==> config.mk <==
export PLATFORM = sky130hd
export DESIGN_NAME = dcmon_top
export DESIGN_NICKNAME = d
export VERILOG_FILES = /design/src/design/dcmon_pkg.sv /design/src/design/dcmon_top.sv
export SDC_FILE = /design/constraint.sdc
export NUM_CORES = 1
export LEC_CHECK = 0
export BUFFER_PORTS_ARGS = -buffer_cell sky130_fd_sc_hd__buf_4
export CAP_MARGIN = 20
export CORE_UTILIZATION = 30
export CTS_CLUSTER_SIZE = 28
export DETAILED_ROUTE_END_ITERATION = 8
export GPL_TIMING_DRIVEN = 1
export PLACE_DENSITY = 0.46
export SYNTH_ARGS = -nofsm -noshare
export SYNTH_HDL_FRONTEND = slang
export SYNTH_SLANG_ARGS = --single-unit
==> constraint.sdc <==
create_clock -name clk_sys -period 3.8 [get_ports clk_sys]
set_input_delay 0.76 -clock clk_sys [delete_from_list [all_inputs] [get_ports clk_sys]]
set_output_delay 0.76 -clock clk_sys [all_outputs]
set_load 0.02 [all_outputs]
==> src/design/dcmon_pkg.sv <==
// Constants of the drive condition monitor: map, fields, resets, codes.
// Assumes a 125 MHz system clock and a 32-bit AXI4-Lite register bus.

package dcmon_pkg;

  // Register byte offsets.
  localparam logic [7:0] ADDR_STALL  = 8'h00;
  localparam logic [7:0] ADDR_FDET   = 8'h04;
  localparam logic [7:0] ADDR_FUNC   = 8'h08;
  localparam logic [7:0] ADDR_OVT    = 8'h0C;
  localparam logic [7:0] ADDR_TIMER  = 8'h10;
  localparam logic [7:0] ADDR_PROT   = 8'h14;
  localparam logic [7:0] ADDR_STATUS = 8'h18;
  localparam logic [7:0] ADDR_CLEAR  = 8'h1C;

  // Field positions (low bit of each field).
  localparam int POS_ACCEL_LVL = 0;
  localparam int POS_RUN_LVL   = 8;
  localparam int POS_OUT1_FN   = 0;
  localparam int POS_OUT2_FN   = 8;
  localparam int POS_IN_FN     = 16;
  localparam int POS_OT_MODE   = 0;
  localparam int POS_OT_LVL    = 8;
  localparam int POS_OT_TIME   = 16;
  localparam int POS_TON       = 0;
  localparam int POS_TOFF      = 8;

  // Reset values.
  localparam logic [7:0]  RST_ACCEL_LVL = 8'hAA;  // 170 percent
  localparam logic [7:0]  RST_RUN_LVL   = 8'hA0;  // 160 percent
  localparam logic [11:0] RST_FDET      = 12'h000;
  localparam logic [4:0]  RST_FN        = 5'h00;
  localparam logic [2:0]  RST_OT_MODE   = 3'h0;
  localparam logic [7:0]  RST_OT_LVL    = 8'hA0;  // 160 percent
  localparam logic [7:0]  RST_OT_TIME   = 8'h01;  // 0.1 s
  localparam logic [7:0]  RST_TDELAY    = 8'h00;

  // Setting limits.
  localparam logic [7:0]  PCT_MIN     = 8'h1E;    // 30 percent
  localparam logic [7:0]  PCT_MAX     = 8'hC8;    // 200 percent
  localparam logic [11:0] FDET_MAX    = 12'hFA0;  // 400.0 Hz
  localparam logic [7:0]  OT_TIME_MIN = 8'h01;    // 0.1 s
  localparam logic [7:0]  OT_TIME_MAX = 8'h64;    // 10.0 s
  localparam logic [2:0]  OT_MODE_MAX = 3'h4;

  // Contact output and input function codes.
  localparam logic [4:0] FN_FREQ_EQ  = 5'h03;
  localparam logic [4:0] FN_FREQ_LE  = 5'h04;
  localparam logic [4:0] FN_FREQ_GE  = 5'h05;
  localparam logic [4:0] FN_OVT      = 5'h06;
  localparam logic [4:0] FN_TIMER    = 5'h0B;
  localparam logic [4:0] IN_FN_TIMER = 5'h14;

  // Overtorque modes.
  localparam logic [2:0] OT_OFF        = 3'h0;
  localparam logic [2:0] OT_AGREE_WARN = 3'h1;
  localparam logic [2:0] OT_RUN_WARN   = 3'h2;
  localparam logic [2:0] OT_AGREE_TRIP = 3'h3;
  localparam logic [2:0] OT_RUN_TRIP   = 3'h4;

  // AXI responses.
  localparam logic [1:0] RESP_OKAY   = 2'h0;
  localparam logic [1:0] RESP_SLVERR = 2'h2;

  // Timing: all delays count in tenths of a second.
  localparam int CLK_HZ      = 125_000_000;
  localparam int TICK_MS     = 100;
  localparam int TICK_CYCLES = (CLK_HZ / 1000) * TICK_MS;

endpackage

==> src/design/dcmon_top.sv <==
// Drive condition monitor: stall prevention request, frequency detection,
// overtorque detection, contact delay timer and resistor overheat trip.
// Assumes current and frequency arrive on the system clock; the timer
// input and the overheat contact arrive asynchronously from pins.
//
// Overview of operation
// [RQ1] Request frequency reduction when current reaches accel or run level.
// [RQ2] Stall levels settable 30 to 200 percent in 1 percent steps.
// [RQ3] Hold frequency detect level 0.0 to 400.0 Hz and compare always.
// [RQ4] Output function 3 asserts while frequency equals detect level.
// [RQ5] Output function 4 asserts while frequency is at or below level.
// [RQ6] Output function 5 asserts while frequency is at or above level.
// [RQ7] Overtorque only after current held at or above level for set time.
// [RQ8] Overtorque level 30 to 200 percent, default 160.
// [RQ9] Overtorque time 0.1 to 10.0 seconds, default 0.1.
// [RQ10] Mode 0 never declares overtorque.
// [RQ11] Mode 1 checks during speed agreement, warns and keeps running.
// [RQ12] Mode 2 checks while running, warns and keeps running.
// [RQ13] Mode 3 checks during speed agreement and trips output off.
// [RQ14] Mode 4 checks while running and trips output off.
// [RQ15] A contact output can show overtorque detected.
// [RQ16] Timer works only with input code 20 and output code 11.
// [RQ17] Timer output turns on after input on for the on delay.
// [RQ18] Timer output turns off after input off for the off delay.
// [RQ19] Overheat enable 1 shows an error and shuts output off.
// [RQ20] Overheat enable 0 ignores the resistor overheat input.
// [RQ21] Input change before delay expiry restarts timing, output unchanged.
//
// Implementation choices: the register addresses and the AXI4-Lite slave port.

`timescale 1ns/100ps
`default_nettype none

module dcmon_top
  import dcmon_pkg::*;
#(
  parameter int TICK_CYCLES_P = TICK_CYCLES
) (
  // Clock and reset.
  input  wire logic        clk_sys,
  input  wire logic        rst_n,
  // AXI4-Lite write address and data.
  input  wire logic [7:0]  s_axi_awaddr,
  input  wire logic        s_axi_awvalid,
  output logic             s_axi_awready,
  input  wire logic [31:0] s_axi_wdata,
  input  wire logic [3:0]  s_axi_wstrb,
  input  wire logic        s_axi_wvalid,
  output logic             s_axi_wready,
  // AXI4-Lite write response.
  output logic [1:0]       s_axi_bresp,
  output logic             s_axi_bvalid,
  input  wire logic        s_axi_bready,
  // AXI4-Lite read.
  input  wire logic [7:0]  s_axi_araddr,
  input  wire logic        s_axi_arvalid,
  output logic             s_axi_arready,
  output logic [31:0]      s_axi_rdata,
  output logic [1:0]       s_axi_rresp,
  output logic             s_axi_rvalid,
  input  wire logic        s_axi_rready,
  // Measurement path, same clock domain.
  input  wire logic [8:0]  out_current_pct,
  input  wire logic [11:0] out_freq,
  input  wire logic        drive_running,
  input  wire logic        drive_accel,
  input  wire logic        speed_agree,
  // Asynchronous contact inputs.
  input  wire logic        timer_in_pin,
  input  wire logic        resistor_overheat_input,
  // Results toward output stage and contacts.
  output logic             stall_reduce,
  output logic             contact_out1,
  output logic             contact_out2,
  output logic             overtorque_warn,
  output logic             output_shutoff,
  output logic             fault_overtorque,
  output logic             fault_overheat
);
  localparam logic [23:0] TICK_LAST = 24'(TICK_CYCLES_P - 1);
  typedef struct packed {
    logic        awready, wready, aw_got, w_got;
    logic [7:0]  awaddr;
    logic [31:0] wdata;
    logic [3:0]  wstrb;
    logic        bvalid;
    logic [1:0]  bresp;
    logic        arready, rvalid;
    logic [31:0] rdata;
    logic [1:0]  rresp;
    logic [7:0]  accel_stall_level, run_stall_level;
    logic [11:0] freq_detect_level;
    logic [4:0]  contact_out1_function, contact_out2_function;
    logic [4:0]  input_function;
    logic [2:0]  overtorque_mode_select;
    logic [7:0]  overtorque_level, overtorque_time;
    logic [7:0]  timer_on_delay, timer_off_delay;
    logic        resistor_overheat_enable;
    logic        tin_s1, tin_s2, rh_s1, rh_s2;
    logic [23:0] ot_pre;
    logic [7:0]  ot_cnt;
    logic        ot_det, ot_warn, ot_fault;
    logic [23:0] tm_pre;
    logic [7:0]  tm_cnt;
    logic        tm_out, rh_fault, shut;
    logic        stall, freq_eq, freq_le, freq_ge, c1, c2;
  } dcmon_state_type;

  dcmon_state_type st_r;
  dcmon_state_type st_nxt;

  ////////////////////////////////////////////////////////////////////////
  // Helper functions.
  // Holds a percentage setting inside the legal window.
  function automatic logic [7:0] clamp_pct(input logic [7:0] v);
    return (v < PCT_MIN) ? PCT_MIN : (v > PCT_MAX) ? PCT_MAX : v;
  endfunction

  // Merges the enabled byte lanes of a write into an old register image.
  function automatic logic [31:0] merge(input logic [31:0] old_v,
                                        input logic [31:0] new_v,
                                        input logic [3:0]  strb);
    logic [31:0] m;
    m = {{8{strb[3]}}, {8{strb[2]}}, {8{strb[1]}}, {8{strb[0]}}};
    return (old_v & ~m) | (new_v & m);
  endfunction

  // Value of one contact output for its selected function.
  function automatic logic contact_val(input logic [4:0] fn,
                                       input dcmon_state_type s);
    logic r;
    r = 1'b0;
    case (fn)
      FN_FREQ_EQ: r = s.freq_eq;           // RQ4
      FN_FREQ_LE: r = s.freq_le;           // RQ5
      FN_FREQ_GE: r = s.freq_ge;           // RQ6
      FN_OVT:     r = s.ot_det;            // RQ15
      FN_TIMER:   r = s.tm_out;            // RQ16
      default:    r = 1'b0;
    endcase
    return r;
  endfunction

  // Register read image for one address; unmapped reads as zero.
  function automatic logic [31:0] reg_image(input logic [7:0] a,
                                            input dcmon_state_type s);
    logic [31:0] r;
    r = 32'h0000_0000;
    case (a)
      ADDR_STALL: begin
        r[POS_ACCEL_LVL +: 8] = s.accel_stall_level;
        r[POS_RUN_LVL +: 8]   = s.run_stall_level;
      end
      ADDR_FDET:  r[11:0] = s.freq_detect_level;
      ADDR_FUNC: begin
        r[POS_OUT1_FN +: 5] = s.contact_out1_function;
        r[POS_OUT2_FN +: 5] = s.contact_out2_function;
        r[POS_IN_FN +: 5]   = s.input_function;
      end
      ADDR_OVT: begin
        r[POS_OT_MODE +: 3] = s.overtorque_mode_select;
        r[POS_OT_LVL +: 8]  = s.overtorque_level;
        r[POS_OT_TIME +: 8] = s.overtorque_time;
      end
      ADDR_TIMER: begin
        r[POS_TON +: 8]  = s.timer_on_delay;
        r[POS_TOFF +: 8] = s.timer_off_delay;
      end
      ADDR_PROT:  r[0] = s.resistor_overheat_enable;
      ADDR_STATUS:
        r[10:0] = {s.tin_s2, s.rh_s2, s.tm_out, s.rh_fault, s.ot_fault,
                   s.ot_warn, s.ot_det, s.freq_ge, s.freq_le, s.freq_eq,
                   s.stall};
      default:    r = 32'h0000_0000;
    endcase
    return r;
  endfunction

  // True for addresses that exist on the bus.
  function automatic logic mapped(input logic [7:0] a);
    return (a[1:0] == 2'h0) && (a <= ADDR_CLEAR);
  endfunction

  ////////////////////////////////////////////////////////////////////////
  // Next-state logic.
  // All next values come from registered state and inputs alone.
  always_comb begin
    logic [31:0] img, wv;
    logic [8:0]  stall_lvl;
    logic [7:0]  tm_dly;
    logic        ot_qual, ot_cond, tm_en, clr_ot, clr_rh;
    img       = 32'h0000_0000;
    wv        = 32'h0000_0000;
    stall_lvl = 9'h000;
    ot_qual   = 1'b0;
    ot_cond   = 1'b0;
    tm_en     = 1'b0;
    tm_dly    = 8'h00;
    clr_ot    = 1'b0;
    clr_rh    = 1'b0;
    st_nxt    = st_r;
    // Two-stage synchronisers for the asynchronous pins.
    st_nxt.tin_s1 = timer_in_pin;
    st_nxt.tin_s2 = st_r.tin_s1;
    st_nxt.rh_s1  = resistor_overheat_input;
    st_nxt.rh_s2  = st_r.rh_s1;
    // Write channel: address and data taken in either order.
    if (st_r.awready && s_axi_awvalid) begin
      st_nxt.aw_got = 1'b1;
      st_nxt.awaddr = s_axi_awaddr;
    end
    if (st_r.wready && s_axi_wvalid) begin
      st_nxt.w_got = 1'b1;
      st_nxt.wdata = s_axi_wdata;
      st_nxt.wstrb = s_axi_wstrb;
    end
    if (st_r.bvalid && s_axi_bready) begin
      st_nxt.bvalid = 1'b0;
    end
    if (st_r.aw_got && st_r.w_got && !st_r.bvalid) begin
      st_nxt.aw_got = 1'b0;
      st_nxt.w_got  = 1'b0;
      st_nxt.bvalid = 1'b1;
      st_nxt.bresp  = mapped(st_r.awaddr) ? RESP_OKAY : RESP_SLVERR;
      img = reg_image(st_r.awaddr, st_r);
      wv  = merge(img, st_r.wdata, st_r.wstrb);
      // Out-of-range settings are clamped so the logic never sees them.
      case (st_r.awaddr)
        ADDR_STALL: begin
          st_nxt.accel_stall_level =
            clamp_pct(wv[POS_ACCEL_LVL +: 8]);               // RQ2
          st_nxt.run_stall_level = clamp_pct(wv[POS_RUN_LVL +: 8]); // RQ2
        end
        ADDR_FDET: begin
          st_nxt.freq_detect_level =
            (wv[11:0] > FDET_MAX) ? FDET_MAX : wv[11:0];     // RQ3
        end
        ADDR_FUNC: begin
          st_nxt.contact_out1_function = wv[POS_OUT1_FN +: 5];
          st_nxt.contact_out2_function = wv[POS_OUT2_FN +: 5];
          st_nxt.input_function        = wv[POS_IN_FN +: 5];
        end
        ADDR_OVT: begin
          st_nxt.overtorque_mode_select =
            (wv[POS_OT_MODE +: 3] > OT_MODE_MAX) ? OT_MODE_MAX
                                                 : wv[POS_OT_MODE +: 3];
          st_nxt.overtorque_level = clamp_pct(wv[POS_OT_LVL +: 8]); // RQ8
          st_nxt.overtorque_time =
            (wv[POS_OT_TIME +: 8] < OT_TIME_MIN) ? OT_TIME_MIN :
            (wv[POS_OT_TIME +: 8] > OT_TIME_MAX) ? OT_TIME_MAX :
            wv[POS_OT_TIME +: 8];                               // RQ9
        end
        ADDR_TIMER: begin
          st_nxt.timer_on_delay  = wv[POS_TON +: 8];
          st_nxt.timer_off_delay = wv[POS_TOFF +: 8];
        end
        ADDR_PROT:  st_nxt.resistor_overheat_enable = wv[0];
        ADDR_CLEAR: begin
          clr_ot = st_r.wstrb[0] & st_r.wdata[0];
          clr_rh = st_r.wstrb[0] & st_r.wdata[1];
        end
        default: ;
      endcase
    end
    // One write in flight: both channels close until the response goes.
    st_nxt.awready = !st_nxt.aw_got && !st_nxt.bvalid;
    st_nxt.wready  = !st_nxt.w_got && !st_nxt.bvalid;
    // Read channel: one cycle from address to data.
    if (st_r.rvalid && s_axi_rready) begin
      st_nxt.rvalid = 1'b0;
    end
    if (st_r.arready && s_axi_arvalid) begin
      st_nxt.rvalid = 1'b1;
      st_nxt.rdata  = reg_image(s_axi_araddr, st_r);
      st_nxt.rresp  = mapped(s_axi_araddr) ? RESP_OKAY : RESP_SLVERR;
    end
    st_nxt.arready = !st_nxt.rvalid;
    // Stall prevention asks for a lower frequency at the active level.
    stall_lvl = {1'b0, drive_accel ? st_r.accel_stall_level
                                   : st_r.run_stall_level};
    st_nxt.stall = drive_running && (out_current_pct >= stall_lvl); // RQ1
    // Frequency detection runs whatever the output functions are.
    st_nxt.freq_eq = (out_freq == st_r.freq_detect_level);        // RQ3
    st_nxt.freq_le = (out_freq <= st_r.freq_detect_level);        // RQ3
    st_nxt.freq_ge = (out_freq >= st_r.freq_detect_level);        // RQ3
    // Overtorque qualification depends on the selected mode.
    case (st_r.overtorque_mode_select)
      OT_AGREE_WARN, OT_AGREE_TRIP:
        ot_qual = drive_running && speed_agree;               // RQ11 RQ13
      OT_RUN_WARN, OT_RUN_TRIP:
        ot_qual = drive_running;                              // RQ12 RQ14
      default:
        ot_qual = 1'b0;                                       // RQ10
    endcase
    ot_cond = ot_qual &&
              (out_current_pct >= {1'b0, st_r.overtorque_level});
    // Any dip below the level restarts the timing from zero.
    if (!ot_cond) begin
      st_nxt.ot_pre = 24'h000000;                             // RQ7
      st_nxt.ot_cnt = 8'h00;
      st_nxt.ot_det = 1'b0;
    end else if (st_r.ot_cnt >= st_r.overtorque_time) begin
      st_nxt.ot_det = 1'b1;                                   // RQ7
    end else if (st_r.ot_pre == TICK_LAST) begin
      st_nxt.ot_pre = 24'h000000;
      st_nxt.ot_cnt = st_r.ot_cnt + 8'h01;
    end else begin
      st_nxt.ot_pre = st_r.ot_pre + 24'h000001;
    end
    st_nxt.ot_warn = st_nxt.ot_det &&
      ((st_r.overtorque_mode_select == OT_AGREE_WARN) ||
       (st_r.overtorque_mode_select == OT_RUN_WARN));        // RQ11 RQ12
    // A trip latches; a new detection wins over a software clear.
    if (st_nxt.ot_det &&
        ((st_r.overtorque_mode_select == OT_AGREE_TRIP) ||
         (st_r.overtorque_mode_select == OT_RUN_TRIP))) begin
      st_nxt.ot_fault = 1'b1;                                 // RQ13 RQ14
    end else if (clr_ot) begin
      st_nxt.ot_fault = 1'b0;
    end
    // Overheat trip also latches while the contact stays asserted.
    if (st_r.resistor_overheat_enable && st_r.rh_s2) begin
      st_nxt.rh_fault = 1'b1;                                 // RQ19
    end else if (clr_rh) begin
      st_nxt.rh_fault = 1'b0;                                 // RQ20
    end
    // Shut-off gets its own flop so the pin has no gate behind it.
    st_nxt.shut = st_nxt.ot_fault | st_nxt.rh_fault;         // RQ13 RQ19
    // Delay timer runs only when both ends are assigned to it.
    tm_en = (st_r.input_function == IN_FN_TIMER) &&
            ((st_r.contact_out1_function == FN_TIMER) ||
             (st_r.contact_out2_function == FN_TIMER));       // RQ16
    tm_dly = st_r.tin_s2 ? st_r.timer_on_delay : st_r.timer_off_delay;
    if (!tm_en) begin
      st_nxt.tm_out = 1'b0;                                   // RQ16
      st_nxt.tm_pre = 24'h000000;
      st_nxt.tm_cnt = 8'h00;
    end else if (st_r.tin_s2 == st_r.tm_out) begin
      // Input back at the output level: drop any partial delay.
      st_nxt.tm_pre = 24'h000000;                             // RQ21
      st_nxt.tm_cnt = 8'h00;
    end else if (st_r.tm_cnt >= tm_dly) begin
      st_nxt.tm_out = st_r.tin_s2;                            // RQ17 RQ18
      st_nxt.tm_pre = 24'h000000;
      st_nxt.tm_cnt = 8'h00;
    end else if (st_r.tm_pre == TICK_LAST) begin
      st_nxt.tm_pre = 24'h000000;
      st_nxt.tm_cnt = st_r.tm_cnt + 8'h01;
    end else begin
      st_nxt.tm_pre = st_r.tm_pre + 24'h000001;
    end
    // Contact outputs follow their selected function.
    st_nxt.c1 = contact_val(st_r.contact_out1_function, st_r);
    st_nxt.c2 = contact_val(st_r.contact_out2_function, st_r);
  end

  ////////////////////////////////////////////////////////////////////////
  // State register.
  // Synchronous reset loads constants only.
  always_ff @(posedge clk_sys) begin
    if (!rst_n) begin
      st_r                          <= '0;
      st_r.accel_stall_level        <= RST_ACCEL_LVL;
      st_r.run_stall_level          <= RST_RUN_LVL;
      st_r.freq_detect_level        <= RST_FDET;
      st_r.contact_out1_function    <= RST_FN;
      st_r.contact_out2_function    <= RST_FN;
      st_r.input_function           <= RST_FN;
      st_r.overtorque_mode_select   <= RST_OT_MODE;
      st_r.overtorque_level         <= RST_OT_LVL;
      st_r.overtorque_time          <= RST_OT_TIME;
      st_r.timer_on_delay           <= RST_TDELAY;
      st_r.timer_off_delay          <= RST_TDELAY;
    end else begin
      st_r <= st_nxt;
    end
  end

  ////////////////////////////////////////////////////////////////////////
  // Outputs, each straight from a flip-flop.
  assign s_axi_awready    = st_r.awready;
  assign s_axi_wready     = st_r.wready;
  assign s_axi_bresp      = st_r.bresp;
  assign s_axi_bvalid     = st_r.bvalid;
  assign s_axi_arready    = st_r.arready;
  assign s_axi_rdata      = st_r.rdata;
  assign s_axi_rresp      = st_r.rresp;
  assign s_axi_rvalid     = st_r.rvalid;
  assign stall_reduce     = st_r.stall;
  assign contact_out1     = st_r.c1;
  assign contact_out2     = st_r.c2;
  assign overtorque_warn  = st_r.ot_warn;
  assign output_shutoff   = st_r.shut;
  assign fault_overtorque = st_r.ot_fault;
  assign fault_overheat   = st_r.rh_fault;

endmodule // dcmon_top

`default_nettype wire

Word-level counts from Yosys, hierarchy flattened:

Index checks and enable logic that the tools add are counted.
Widths: inputs -> output; s select.

* bits of input ports: 85
* register bits after elaboration: 229
* word-level logic and storage cells: 215
* output and inout bits: 48

* equality and inequality tests: 32
* order comparisons: 16
* add/sub/neg operators: 4
* bitwise logic cells: 11
* muxes and demuxes: 63
* reduce and logical (&&, ||, !) cells: 44

Operator list (count)
* $mux 8: 8
* $eq 8x5->1 const B: 7
* $add 24x1->24 const B: 2
* $and 24x24->24: 2
* $eq 24x24->1 const B: 2
* $pmux 3 s6: 2
* $mux 35: 1
* $eq 8x4->1 const B: 4
* $eq 5x3->1 const B: 6
* $mux 24: 1
* $mux 3: 8
* $not 24->24: 1
* $or 24x24->24: 1
* $pmux 2 s6: 2
* $pmux 3 s4: 2
* $pmux 1 s5: 4
* $pmux 2 s5: 2
* $pmux 5 s2: 2
* $reduce_and 2->1: 10
* $ge 9x8->1: 2
* $logic_and 1x1->1: 18
* $pmux 3 s3: 2
* $mux 1: 17
* $add 8x1->8 const B: 2
* 35 further kinds: 62

Depth between registers and ports, before layout:

* word-level depth: 8
* depth in mapped cells: 13
* depth with buffers taken out: 10

Least setup slack after synthesis:

OpenSTA, ideal clock, no wires.

* kind: flip-flop to flip-flop
* from: register st_r[78] (netlist name)
* to: register st_r[23] (netlist name)
* period minus slack after synthesis: 3.220 ns
* setup slack: 0.580 ns
* data required time: 3.735 ns
* path buffers: 3
* cell stages (with the launch flop): 14
* library setup time: 0.065 ns
* arrival: 3.155 ns
* cell sequence: dfxtp_1 > buf_1 > mux2_2 > ha_1 > nand2b_1 > a21o_1 > a21o_1 > a211oi_1 > o21ai_0 > a211o_1 > clkbuf_1 > a41o_1 > clkbuf_1 > nor2_1

* longest elaborated chain between the ends: 3
* elaborated cells between the ends (all ways): 4
* classes of those cells: order compare: 1; eq/ne: 1; mux: 1; reduce/logical: 1

Ends and longest elaborated chain
* start, declared: RTL line dcmon_top.sv:109 `dcmon_state_type st_r;`
* start signal, assigned: RTL line dcmon_top.sv:375 `st_r <= st_nxt;`
* $mux 8: RTL line dcmon_top.sv:333 `tm_dly = st_r.tin_s2 ? st_r.timer_on_delay : st_r.timer_off_delay;`
* $ge 8x8->1: RTL line dcmon_top.sv:342 `end else if (st_r.tm_cnt >= tm_dly) begin`
* $reduce_or 5->1 (no line) *

Mark *: on every way between the ends. The rest lies on a longest branch, timed or not.
A chain may end at the register's enable or synchronous reset.

Worst setup path after layout:

* from: register st_r[238] (netlist name)
* to: register st_r[133] (netlist name)

* longest elaborated chain between the ends: 7
* elaborated cells between the ends (all ways): 24
* classes of those cells: order compare: 1; eq/ne: 6; mux: 13; bitwise: 2; reduce/logical: 2

Ends and longest elaborated chain
* $eq 8x5->1 (tied with other cells): RTL line dcmon_top.sv:149 `case (a)`
* $pmux 1 s7 (tied with other cells): RTL line dcmon_top.sv:149
* $mux 1 (tied with other cells): RTL line dcmon_top.sv:220 `if (st_r.aw_got && st_r.w_got && !st_r.bvalid) begin`
* $and 24x24->24: RTL line dcmon_top.sv:125 `return (old_v & ~m) | (new_v & m);`
* $or 24x24->24: RTL line dcmon_top.sv:125
* $gt 12x12->1: RTL line dcmon_top.sv:236 `(wv[11:0] > FDET_MAX) ? FDET_MAX : wv[11:0];`
* $mux 12: RTL line dcmon_top.sv:236

Parallel ways exist; a longest one is shown, timed or not. The select of a mux whose other input is x is not followed.

==> out/results.ini <==
[yosys]
synth_fa_ha_area_share_pct=5.08
synth_seq_cells=227
syn_inst=1439
async_reset_ff_share_pct=0
syn_area_um2=11800
yosys.area_share.simple_pct=22.9
synth-seq-area-share_pct=38.5
synth_xor_xnor_area_share_pct=4.15
synth_top_family_by_area=simple AND/OR/NAND/NOR gates
ys.flop_type=dfxtp_1
ys_warn_count=0
synth.distinct_cells=81
synth_edf_count=0
synth_compound_area_share_pct=17.1
synth.area.mux_share_pct=6.01
avgSynthCellArea_um2=8.21

[global_routing]
grt_max_degree=49
grt_pass1_wl_um=61900
grt_pass1_vias=10017
gr-usage-all-layers_pct=19.8
antenna_found_initial=0
grt-ovfl-total=0

[clock_tree]
cts_buffers=28
htreeDepth=1
post-cts-setup-buffers=0
cts_hold_buf=0
cts_tree=built
ctsResizeCount=0
numClockSinks=227
insertion_delay_ps=560
root_buffer=clkbuf_16
ctsLongestPathBuffers=3
clkTransAtPathRegs_ps=60

[floorplan]
die_area_um2=40200
die_h_um=200
core_area_um2=38700
ioPinCount=133
num_rows=72
die_w_um=200
floorplan.initialDensity_pct=30.5

[timing]
report.final.hold_viol_count=0
setup_viol=0
skew_ps=12.0
fmax_mhz=307
worstMarginPinSlew_ps=1050
fin_tns_setup_ps=0
final.period_utilization_pct=85.8
rsz0062_at_grt=false
period_minus_slack_ps=3260
relSlewSlack_pct=30.0
slew_violations=0

[setup_path]
worstSetupPathType=reg -> reg
crit_fanout=12
cp.arrival_ps=3750
cp_slowest_cell=dfxtp_1
start_kind=register
critPathMaxStageDelay_ps=750
worstSetupEndpointType=register
cp.required_ps=4290
cp_num_buf_inv=1
crit_chain=buf_4 -> mux4_2 -> nand2_1 -> o21ai_0 -> a22oi_1 -> a21oi_1 -> nand3_1 -> a32o_1
path_delay_family=compound AO/OA/AOI/OAI gates

[route]
drc=0
wl_per_cell_um=19.7
drtAntennaViolNets=0
dr.pass1.iters=5
drtIter0Drc=702
finalWirelength_um=40300
vias=10602
viasPerCell=5.18

[job]
cap_violations=0

[cells_and_area]
final_common_cell=dfxtp_1
drive_above_1_share_pct=15.2
antenna_cells=0
largest_register_ffs=187
area_growth_syn_to_layout_pct=18.2
layout_common_cells=dfxtp_1, nand2_1, nor2_1
fin_util_pct=36.0
fin_nets=1642
regMostFlops=st_r

[min_path]
min_path_type=in -> reg

[place]
dpl.hpwl_um=29700
portBuffers=113
gp_congestion=0.889

[pwr]
power_density_nw_per_um2=410
power.leakage_nw=5.08
ir_drop_mv=0.250

[run_status]
status=complete, no violations

cell type report:
cell class,instances,area [um2]
fillers,4120,24800
multi-input cells,1064,6580
flip-flops and latches,227,4540
repair buffers,146,1110
clock buffers,40,827
well taps,518,648
inverters,42,159
clock inverters,9,97.6
worst reg2reg max path, delay by kind of cell (launching register included):
kind,cells,cell delay (ps)
AO/OA/AOI/OAI,4,1250
multiplexers,1,500
flip-flops,1,750
buffers and inverters,1,290
AND/OR/NAND/NOR,2,420
kinds of logic after synthesis:
kind of cell	count (synthesis)
flops	227
simple gates	575
buf+inv	157
mux	63
other cells	1
compound gates	312
fa+ha+maj	48
xor+xnor	56
cells in the mapped netlist, types with 27 or more instances:
master	number	area [um2]
xor2_1	36	315
dfxtp_1	227	4540
nand3_1	33	165
mux2i_1	44	440
inv_1	40	150
o21ai_0	59	295
a211oi_1	27	203
nand2_1	180	676
nor3_1	46	230
nand4_1	28	175
ha_1	48	601
nor2_1	179	672
a21oi_1	113	566
buf_4	36	270
clkbuf_1	61	229
stage by stage:
stage | cells | power (mW) | instance area [um2] | setup slack [ps] | hold WS (ps)
after floorplan | 1448 | 2.86 | 11900 | 580 | 412
after global placement | 1997 | 3.06 | 13000 | 723 | 427
after detailed placement | 1997 | 3.07 | 13000 | 702 | 426
after CTS | 2046 | 5.79 | 14000 | 668 | 407
after global routing | 2046 | 5.93 | 14000 | 440 | 411
final | 2046 | 5.72 | 14000 | 538 | 416
path summary, 6_finish.rpt:
check                               start  slack, ps  cells past startpoint          to
hold / removal    resistor_overheat_input        420                      2  st_nxt[76]
setup / recovery                st_r[238]        540                      8   st_r[133]
hold reg to reg                st_nxt[78]        440                      1    st_r[78]
setup reg to reg                st_r[238]        540                      8   st_r[133]
per-layer routing:
metal,vias to the layer above,track usage [%],share of wire [%]
li1,5200,-,-
met1,5068,27.5,47
met2,279,32.3,46
met3,55,2.56,4.5
met4,0,4.80,2.2
met5,-,0,0
where the power goes:
part / total [mW] / internal [mW] / switching, mW / leakage (nW)
clock network: 2.70 / 1.63 / 1.07 / 0.458
registers: 2.48 / 2.43 / 0.0520 / 1.84
logic: 0.539 / 0.211 / 0.329 / 2.78
total: 5.72 / 4.27 / 1.45 / 5.08
Power figures use the tool's default switching activity.
